==> src/hw/ftec_consts.svh <==
// Constants of the four-track encoder counter
`ifndef FTEC_CONSTS_SVH
`define FTEC_CONSTS_SVH

`define FTEC_CLK_MHZ     100
`define FTEC_GATE_US     1000
`define FTEC_THR_MV      1500
`define FTEC_HYST_MV     500
`define FTEC_RISE_MV     (`FTEC_THR_MV + `FTEC_HYST_MV / 2)
`define FTEC_FALL_MV     (`FTEC_THR_MV - `FTEC_HYST_MV / 2)

`define FTEC_OFS_CTRL    8'h00
`define FTEC_OFS_STAT    8'h04
`define FTEC_CNT_PAGE    4'h1

`define FTEC_CTRL_W      12
`define FTEC_CTRL_RST    12'h000
`define FTEC_B_RUN       0
`define FTEC_B_NOIDX     1
`define FTEC_B_DUAL0     2
`define FTEC_B_MODE      4

`define FTEC_IDX_RST     3'h7

`endif

==> src/hw/ftec_pkg.sv <==
// Types of the four-track encoder counter
package ftec_pkg;

  typedef enum logic [1:0] {
    FTEC_MODE_EVENT = 2'h0,
    FTEC_MODE_FREQ  = 2'h1,
    FTEC_MODE_TIME  = 2'h2,
    FTEC_MODE_RSV   = 2'h3
  } ftec_mode_t;

  typedef enum logic [1:0] {
    FTEC_ST_IDLE = 2'h0,
    FTEC_ST_WAIT = 2'h1,
    FTEC_ST_RUN  = 2'h3
  } ftec_state_t;

  typedef struct packed {
    logic        psel;
    logic        penable;
    logic        pwrite;
    logic [7:0]  paddr;
    logic [31:0] pwdata;
  } ftec_apb_req_t;

  typedef struct packed {
    logic [3:0][15:0] trk;
    logic [15:0]      idx;
  } ftec_samples_t;

endpackage

==> src/hw/ftec_counter.sv <==
// Four-track encoder counter with APB register access
//
// The implementer's own choices: the APB register port and the register addresses.
`timescale 1ns/1ns
`default_nettype none
`include "ftec_consts.svh"

module ftec_counter #(
  parameter int unsigned GATE_CYC = `FTEC_GATE_US * `FTEC_CLK_MHZ
) (
  input  wire logic                  i_clk_sys,
  input  wire logic                  i_rstn,
  input  wire ftec_pkg::ftec_apb_req_t i_apb,
  input  wire ftec_pkg::ftec_samples_t i_smp,
  output logic [31:0]                o_prdata,
  output logic                       o_pready,
  output logic                       o_pslverr
);

  localparam int NCH = 4;

  logic [`FTEC_CTRL_W-1:0] ctrl_q;
  logic                    run_prev_q;
  ftec_pkg::ftec_state_t   state_q;
  logic [NCH:0]            det_q;
  logic [NCH-1:0]          det_prev_q;
  logic [2:0]              idx_s_q;
  logic [31:0]             gate_q;
  logic [31:0]             res_q [NCH];
  logic [31:0]             acc_q [NCH];
  logic [31:0]             rd_d;
  logic                    hit;
  logic                    acc_ph;
  logic                    wr_fire;
  logic                    start_p;
  logic                    cnt_en;
  logic                    idx_rise;
  logic                    gate_tick;

  assign acc_ph  = i_apb.psel & i_apb.penable;
  assign wr_fire = acc_ph & i_apb.pwrite & o_pready;

  // Control register write lands on the edge that completes the transfer
  always_ff @(posedge i_clk_sys) begin
    if (!i_rstn) begin
      ctrl_q <= `FTEC_CTRL_RST;
    end else if (wr_fire && i_apb.paddr == `FTEC_OFS_CTRL) begin
      ctrl_q <= i_apb.pwdata[`FTEC_CTRL_W-1:0];
    end
  end

  always_comb begin
    rd_d = 32'h0;
    hit  = 1'b1;
    case (i_apb.paddr)
      `FTEC_OFS_CTRL: begin
        rd_d = 32'(ctrl_q);
      end
      `FTEC_OFS_STAT: begin
        rd_d = 32'({idx_s_q[2], det_q[NCH-1:0],
                    state_q == ftec_pkg::FTEC_ST_RUN,
                    state_q == ftec_pkg::FTEC_ST_WAIT});
      end
      default: begin
        if (i_apb.paddr[7:4] == `FTEC_CNT_PAGE && i_apb.paddr[1:0] == 2'h0) begin
          rd_d = res_q[i_apb.paddr[3:2]];
        end else begin
          hit = 1'b0;
        end
      end
    endcase
  end

  // One wait state; read data frozen with pready
  always_ff @(posedge i_clk_sys) begin
    if (!i_rstn) begin
      o_pready  <= 1'b0;
      o_prdata  <= 32'h0;
      o_pslverr <= 1'b0;
    end else if (acc_ph && !o_pready) begin
      o_pready  <= 1'b1;
      o_prdata  <= i_apb.pwrite ? 32'h0 : rd_d;
      o_pslverr <= ~hit;
    end else begin
      o_pready  <= 1'b0;
      o_pslverr <= 1'b0;
    end
  end

  always_ff @(posedge i_clk_sys) begin
    if (!i_rstn) begin
      run_prev_q <= 1'b0;
    end else begin
      run_prev_q <= ctrl_q[`FTEC_B_RUN];
    end
  end

  assign start_p = ctrl_q[`FTEC_B_RUN] & ~run_prev_q;

  // No trigger input takes part: only run, no-index and the index edge steer this
  always_ff @(posedge i_clk_sys) begin
    if (!i_rstn) begin
      state_q <= ftec_pkg::FTEC_ST_IDLE;
    end else if (!ctrl_q[`FTEC_B_RUN]) begin
      state_q <= ftec_pkg::FTEC_ST_IDLE;
    end else if (start_p) begin
      // A missing index track with no-index off holds the wait until run is cleared
      state_q <= ctrl_q[`FTEC_B_NOIDX] ? ftec_pkg::FTEC_ST_RUN : ftec_pkg::FTEC_ST_WAIT;
    end else begin
      case (state_q)
        ftec_pkg::FTEC_ST_WAIT: begin
          if (idx_rise) begin
            state_q <= ftec_pkg::FTEC_ST_RUN;
          end
        end
        default: begin
          state_q <= state_q;
        end
      endcase
    end
  end

  // Single enable for all channels
  assign cnt_en = (state_q == ftec_pkg::FTEC_ST_RUN);

  // Comparators; last one is the index, sharing channel one thresholds
  genvar g;
  generate
    for (g = 0; g <= NCH; g++) begin : g_det
      logic [15:0] smp;
      if (g < NCH) begin : g_trk
        assign smp = i_smp.trk[g];
      end else begin : g_idx
        assign smp = i_smp.idx;
      end
      always_ff @(posedge i_clk_sys) begin
        if (!i_rstn) begin
          det_q[g] <= (g == NCH);
        end else if ($signed(smp) > $signed(16'(`FTEC_RISE_MV))) begin
          det_q[g] <= 1'b1;
        end else if ($signed(smp) < $signed(16'(`FTEC_FALL_MV))) begin
          det_q[g] <= 1'b0;
        end
      end
    end
  endgenerate

  // Reset high so an idle open index gives no false edge
  always_ff @(posedge i_clk_sys) begin
    if (!i_rstn) begin
      idx_s_q <= `FTEC_IDX_RST;
    end else begin
      idx_s_q <= {idx_s_q[1:0], det_q[NCH]};
    end
  end

  assign idx_rise = idx_s_q[1] & ~idx_s_q[2];

  always_ff @(posedge i_clk_sys) begin
    if (!i_rstn) begin
      det_prev_q <= '0;
    end else begin
      det_prev_q <= det_q[NCH-1:0];
    end
  end

  assign gate_tick = (gate_q == 32'(GATE_CYC - 1));

  always_ff @(posedge i_clk_sys) begin
    if (!i_rstn || start_p || !cnt_en || gate_tick) begin
      gate_q <= 32'h0;
    end else begin
      gate_q <= gate_q + 32'h1;
    end
  end

  generate
    for (g = 0; g < NCH; g++) begin : g_ch
      logic             dual;
      logic             rise;
      logic             edg;
      logic             up;
      ftec_pkg::ftec_mode_t mode;
      assign dual = ctrl_q[`FTEC_B_DUAL0 + g / 2];
      assign mode = ftec_pkg::ftec_mode_t'(ctrl_q[`FTEC_B_MODE + 2 * g +: 2]);
      // Compared every cycle, so no edge between samples slips past
      assign rise = det_q[g] & ~det_prev_q[g];
      assign edg  = det_q[g] ^ det_prev_q[g];
      assign up   = det_q[g] ^ det_q[g ^ 1];
      always_ff @(posedge i_clk_sys) begin
        if (!i_rstn || start_p) begin
          res_q[g] <= 32'h0;
          acc_q[g] <= 32'h0;
        end else if (dual && (g % 2 == 1)) begin
          res_q[g] <= 32'h0;
          acc_q[g] <= 32'h0;
        end else if (cnt_en && dual) begin
          if (edg) begin
            res_q[g] <= up ? res_q[g] + 32'h1 : res_q[g] - 32'h1;
          end
        end else if (cnt_en) begin
          // Primary track only, never signed
          case (mode)
            ftec_pkg::FTEC_MODE_EVENT: begin
              if (rise) begin
                res_q[g] <= res_q[g] + 32'h1;
              end
            end
            ftec_pkg::FTEC_MODE_FREQ: begin
              if (gate_tick) begin
                res_q[g] <= acc_q[g] + 32'(rise);
                acc_q[g] <= 32'h0;
              end else if (rise) begin
                acc_q[g] <= acc_q[g] + 32'h1;
              end
            end
            ftec_pkg::FTEC_MODE_TIME: begin
              if (rise) begin
                res_q[g] <= acc_q[g] + 32'h1;
                acc_q[g] <= 32'h0;
              end else begin
                acc_q[g] <= acc_q[g] + 32'h1;
              end
            end
            default: begin
              acc_q[g] <= acc_q[g];
            end
          endcase
        end
      end
    end
  endgenerate

endmodule // ftec_counter
`default_nettype wire

==> config.mk <==
export PLATFORM = sky130hd
export DESIGN_NAME = ftec_counter
export DESIGN_NICKNAME = d
export VERILOG_FILES = /design/src/hw/ftec_pkg.sv /design/src/hw/ftec_counter.sv
export VERILOG_INCLUDE_DIRS = /design/src /design/src/hw
export SDC_FILE = /design/constraint.sdc
export NUM_CORES = 1
export LEC_CHECK = 0
export ABC_CLOCK_PERIOD_IN_PS = 5000
export BUFFER_PORTS_ARGS = -buffer_cell sky130_fd_sc_hd__buf_2
export CORE_ASPECT_RATIO = 0.8
export CORE_MARGIN = 1
export CORE_UTILIZATION = 60
export DETAILED_ROUTE_END_ITERATION = 6
export PLACE_DENSITY = 0.79
export SETUP_SLACK_MARGIN = 0.5
export SLEW_MARGIN = 0
export SYNTH_ARGS = -nofsm -noshare
export SYNTH_HDL_FRONTEND = slang
export SYNTH_SLANG_ARGS = --single-unit
==> constraint.sdc <==
create_clock -name i_clk_sys -period 5 [get_ports i_clk_sys]
set_input_delay 0.25 -clock i_clk_sys [delete_from_list [all_inputs] [get_ports i_clk_sys]]
set_output_delay 0.25 -clock i_clk_sys [all_outputs]
set_load 0.01 [all_outputs]
== Word-level counts from Yosys, hierarchy flattened ==
Memory sizes are Yosys's and may differ from the RTL's.
Index checks and enable logic that the tools add are counted.

* Bitwise logic cells: 63
* Add/subtract/negate cells: 17
* Equality and inequality tests: 13
* Reduce and logical (&&, ||, !) cells: 32
* Magnitude comparators: 10
* Mux-type cells: 233

{| class="wikitable"
|+ Operators with widths
! kind !! number
|-
| $mux W32 || 46
|-
| $add A32 B1 Y32 const B || 9
|-
| $mux W1 || 182
|-
| $add A32 B1 Y32 || 4
|-
| $sub A32 B1 Y32 const B || 4
|-
| $gt A16 B12 Y1 const B || 5
|-
| $lt A16 B12 Y1 const B || 5
|-
| $pmux W32 S2 || 1
|-
| $or A1 B1 Y1 || 40
|-
| $eq A32 B17 Y1 const B || 1
|-
| $reduce_bool A2 Y1 || 6
|-
| $reduce_or A3 Y1 || 4
|-
| $eq A2 B1 Y1 const B || 5
|-
| $eq A2 B2 Y1 const B || 5
|-
| $logic_not A2 Y1 || 5
|-
| $and A1 B1 Y1 || 9
|-
| $eq A8 B3 Y1 const B || 1
|-
| $logic_not A8 Y1 || 1
|-
| $mux W2 || 4
|-
| $not A1 Y1 || 8
|-
| $reduce_and A2 Y1 || 3
|-
| $xor A1 B1 Y1 || 6
|-
| $logic_and A1 B1 Y1 || 5
|-
| $eq A4 B1 Y1 const B || 1
|-
| 3 further kinds || 8
|}

* Register bits after elaboration: 93
* Input bits: 125
* Memory bits (writable): 256
* Output and inout bits: 34
* Word-level logic and storage cells: 384
* Memories kept: 2

{| class="wikitable"
|+ Memories
! name !! words !! width !! rd ports !! clocked after Yosys merged registers in !! write ports !! RTL line !! RTL
|-
| acc_q || 4 || 32 || 4 || 0 || 4 || ftec_counter.sv:30 || <nowiki>logic [31:0] acc_q [NCH];</nowiki>
|-
| res_q || 4 || 32 || 5 || 0 || 4 || ftec_counter.sv:29 || <nowiki>logic [31:0] res_q [NCH];</nowiki>
|}

== Logic depth before layout (Yosys ltp) ==
* Depth after elaboration: 14
* Depth in mapped cells: 10
* Gate-level depth less buffers: 10

== Worst setup path before layout ==
No wires, ideal clock.

* Path type: reg-to-reg
* Start: register gate_q[0]
* End: memory res_q[0][0] (enable)
* Required time: 4.534 ns
* Clock period less this slack: 4.290 ns
* Library setup time: 0.466 ns
* Arrival: 3.824 ns
* Buffers on the path: 2
* Stages on the path, launching flop included: 9
* Setup slack: 0.710 ns
* Cell sequence: dfxtp_1 > ha_1 > and4_1 > clkbuf_1 > and4b_1 > and2_1 > clkbuf_1 > nand2_1 > o21ai_0

{| class="wikitable"
|+ RTL lines
! element !! RTL line !! RTL
|-
| start: declaration || ftec_counter.sv:28 || <nowiki>logic [31:0] gate_q;</nowiki>
|-
| start signal: assignment || ftec_counter.sv:173 || <nowiki>gate_q <= gate_q + 32'h1;</nowiki>
|-
| end: declaration || ftec_counter.sv:29 ||
|}

==> impl_metrics.tcl <==
set metrics [dict create \
    status "complete, but fails checks" \
    cap_violations 0 \
    wirelength_met1_mm 32.9 \
    cts_buffers 39 \
    worst-path-stages 7 \
    violations "DRC" \
    clk_pin_slew_ns 0.06 \
    synth_top_cell_by_area "edfxtp_1" \
    numClockSinks 349 \
    ys_seq_area_share_pct 38.7 \
    die_h_um 183 \
    die_area_um2 42000 \
    power_density_nw_per_um2 251 \
    grt_util_all_layers_pct 37.3 \
    cts_tree "done" \
    period_needed_ns 3.62 \
    syn_nets 2967 \
    tightest_slew_ns 1.16 \
    drive_above_1_share_pct 10.9 \
    wl_per_cell_um 23.2 \
    maxClockFrequency_ghz 0.276 \
    cpMaxStageDelayCell "nand4b_1" \
    slew_headroom_pct 21.8 \
    critPathMaxStageDelay_ns 0.61 \
    cts_resized 0 \
    place.gp.congestion 1.01 \
    path_buf_inv 1 \
    grt_pass1_vias 21500 \
    cp_top_family "simple AND/OR/NAND/NOR gates" \
    synth_common_cells "nor2_1, edfxtp_1, nand2_1" \
    rsz0062_at_grt "no" \
    wl_met2_mm 33.2 \
    grt-ovfl-total 0 \
    drt_iter0_drc 3602 \
    path_cells "nor4_1 > nand4b_1 > or3_1 > buf_4 > o22ai_1 > o21ai_0 > o311ai_0" \
    antenna_left 0 \
    synthesis.area_um2 24700 \
    end_kind "register" \
    final_nets 2999 \
    whs_ns 0.00210 \
    synth_edf_count 256 \
    die_w_um 229 \
    whs_path_depth 3 \
    slew_viol_final 0 \
    core_area_um2 40600 \
    cp_max_fo 25 \
    viasPerCell 6.90 \
    skew_ns 0.0166 \
    crit_arrival_ns 3.85 \
    nFillCells 3312 \
    r2r_cells 7 \
    synth.most_common_cell "nor2_1" \
    grt_max_degree 44 \
    cts-root-buf "clkbuf_16" \
    fin_crit_sh_pct 72.5 \
    io_pins 159 \
    synth_seq_cells 349 \
    r2r_slack_ns 1.38 \
    yosysWarnings 0 \
    hold_path.class "in -> reg" \
    fin_tns_setup_ns 0 \
    yosysUniqueCellTypes 91 \
    p_leak_nw 9.04 \
    synth_async_sr_flop_share_pct 0 \
    ir_worst_vdd_v 0.000281 \
    insertion_delay_ns 0.56 \
    hold_violations 0 \
    synth_flop_cell "edfxtp_1" \
    worstSetupPathType "reg -> reg" \
    dr.pass1.iters 7 \
    setup_viol 0 \
    start_util_pct 60.8 \
    synthTopCellsByArea "edfxtp_1, dfxtp_1, nor2_1" \
    rows 66 \
    area.growth.synth_to_final_pct 9.01 \
    cp.required_ns 5.23 \
    clockBufferDepth 3 \
    drc 1 \
    critPathLaunchType "register" \
    avgSynthCellArea_um2 8.77 \
    finalWirelength_mm 79.4 \
    vias 23600 \
    netlist_instances 2817 \
    antenna_found_initial 5 \
    htreeDepth 2 \
    portBuffers 138 \
    fin_ws_ns 1.38 \
    dp_hpwl_mm 58.4 \
    place_ws_ns 1.56 \
    grt_pass1_wl_mm 124 \
    met3_length_mm 9.77 \
    synth_top_area_share_pct 31.1 \
    top_layer "met5" \
]
==> worst reg2reg max path: stages, from the launching register on <==
cell	delay (ns)
dfxtp_1	0.35
nor4_1	0.52
nand4b_1	0.61
or3_1	0.57
buf_4	0.24
o22ai_1	0.57
o21ai_0	0.18
o311ai_0	0.26
==> sequential cells by signal, summed over array words and instances, names as in the netlist <==
register	count
o_pready	1
idx_s_q	3
det_q	5
ctrl_q	12
gate_q	32
o_prdata	32
acc_q	128
state_q	2
o_pslverr	1
res_q	128
det_prev_q	4
run_prev_q	1
==> worst paths after layout <==
kind / start / to
hold reg to reg: idx_s_q[0] / idx_s_q[1]
setup reg to reg: gate_q[22] / res_q[1][10]
setup / recovery: gate_q[22] / res_q[1][10]
hold / removal: i_apb[4] / ctrl_q[4]
==> cell type report <==
type                       instances  area, µm²  area share, %
antenna                            1       2.50        0.00930
clock buffer                      55       1110           4.11
clock inverter                    14        106          0.395
inverter                          63        236          0.878
multi-input combinational       2206      14100           52.4
sequential                       349       9550           35.5
tap                              544        681           2.53
timing repair buffer             190       1130           4.19
==> cell usage in the layout (no fill, tap or decap), types with 26 or more instances in the layout <==
| master | netlist | routed |
|---|---|---|
| nor2_1 | 352 | 352 |
| edfxtp_1 | 256 | 256 |
| nand2_1 | 249 | 249 |
| xnor2_1 | 139 | 139 |
| buf_2 | 6 | 138 |
| xor2_1 | 136 | 136 |
| nand3_1 | 125 | 125 |
| nand4_1 | 119 | 119 |
| o21ai_0 | 120 | 119 |
| a21oi_1 | 108 | 108 |
| dfxtp_1 | 93 | 93 |
| nor3_1 | 73 | 71 |
| nor4_1 | 68 | 66 |
| o22ai_1 | 65 | 65 |
| inv_1 | 63 | 62 |
| and3_1 | 58 | 58 |
| a22oi_1 | 48 | 48 |
| and4_1 | 43 | 43 |
| clkbuf_16 | 0 | 40 |
| mux2i_1 | 33 | 33 |
| buf_4 | 0 | 33 |
| and2_1 | 31 | 31 |
| or3_1 | 30 | 30 |
| mux4_2 | 26 | 26 |
==> power by group <==
| part | internal (mW) | total, mW | switching [mW] |
|---|---|---|---|
| registers | 3.20 | 3.42 | 0.212 |
| logic | 0.220 | 0.513 | 0.293 |
| clock network | 1.60 | 2.82 | 1.22 |
==> stage by stage <==
| stage | power [mW] | cells | cell area (µm²) | utilization [%] |
|---|---|---|---|---|
| after CTS | 6.73 | 3421 | 26900 | 66.3 |
| after global placement | 3.93 | 3333 | 25500 | 62.8 |
| after detailed placement | 3.95 | 3333 | 25500 | 62.8 |
| after global routing | 6.92 | 3421 | 26900 | 66.3 |
| final | 6.75 | 3422 | 26900 | 66.3 |
| after floorplan | 3.74 | 2817 | 24700 | - |
==> timing repair <==
action,CTS,global route
endpoints found under the hold margin,15,0
hold buffers,19,0
setup endpoints to repair,0,0
setup buffers,0,0
==> layer usage <==
metal  vias up  global-route usage (%)
li1      10600                       -
met1     11100                    53.6
met2      1632                    55.0
met3       242                    7.94
met4         8                    14.0
met5         -                       0
==> cells by family after synthesis <==
group / Yosys count / synth area share [%]
xor gates and xnor gates: 275 / 9.75
and+or+nand+nor: 1265 / 26.0
DFF: 349 / 38.7
AOI/OAI and AO/OA: 573 / 15.8
muxes: 68 / 4.18
buffers and inverters: 262 / 4.35
adders and majority gates: 25 / 1.27
No activity file was read; power rests on OpenSTA's default activity.
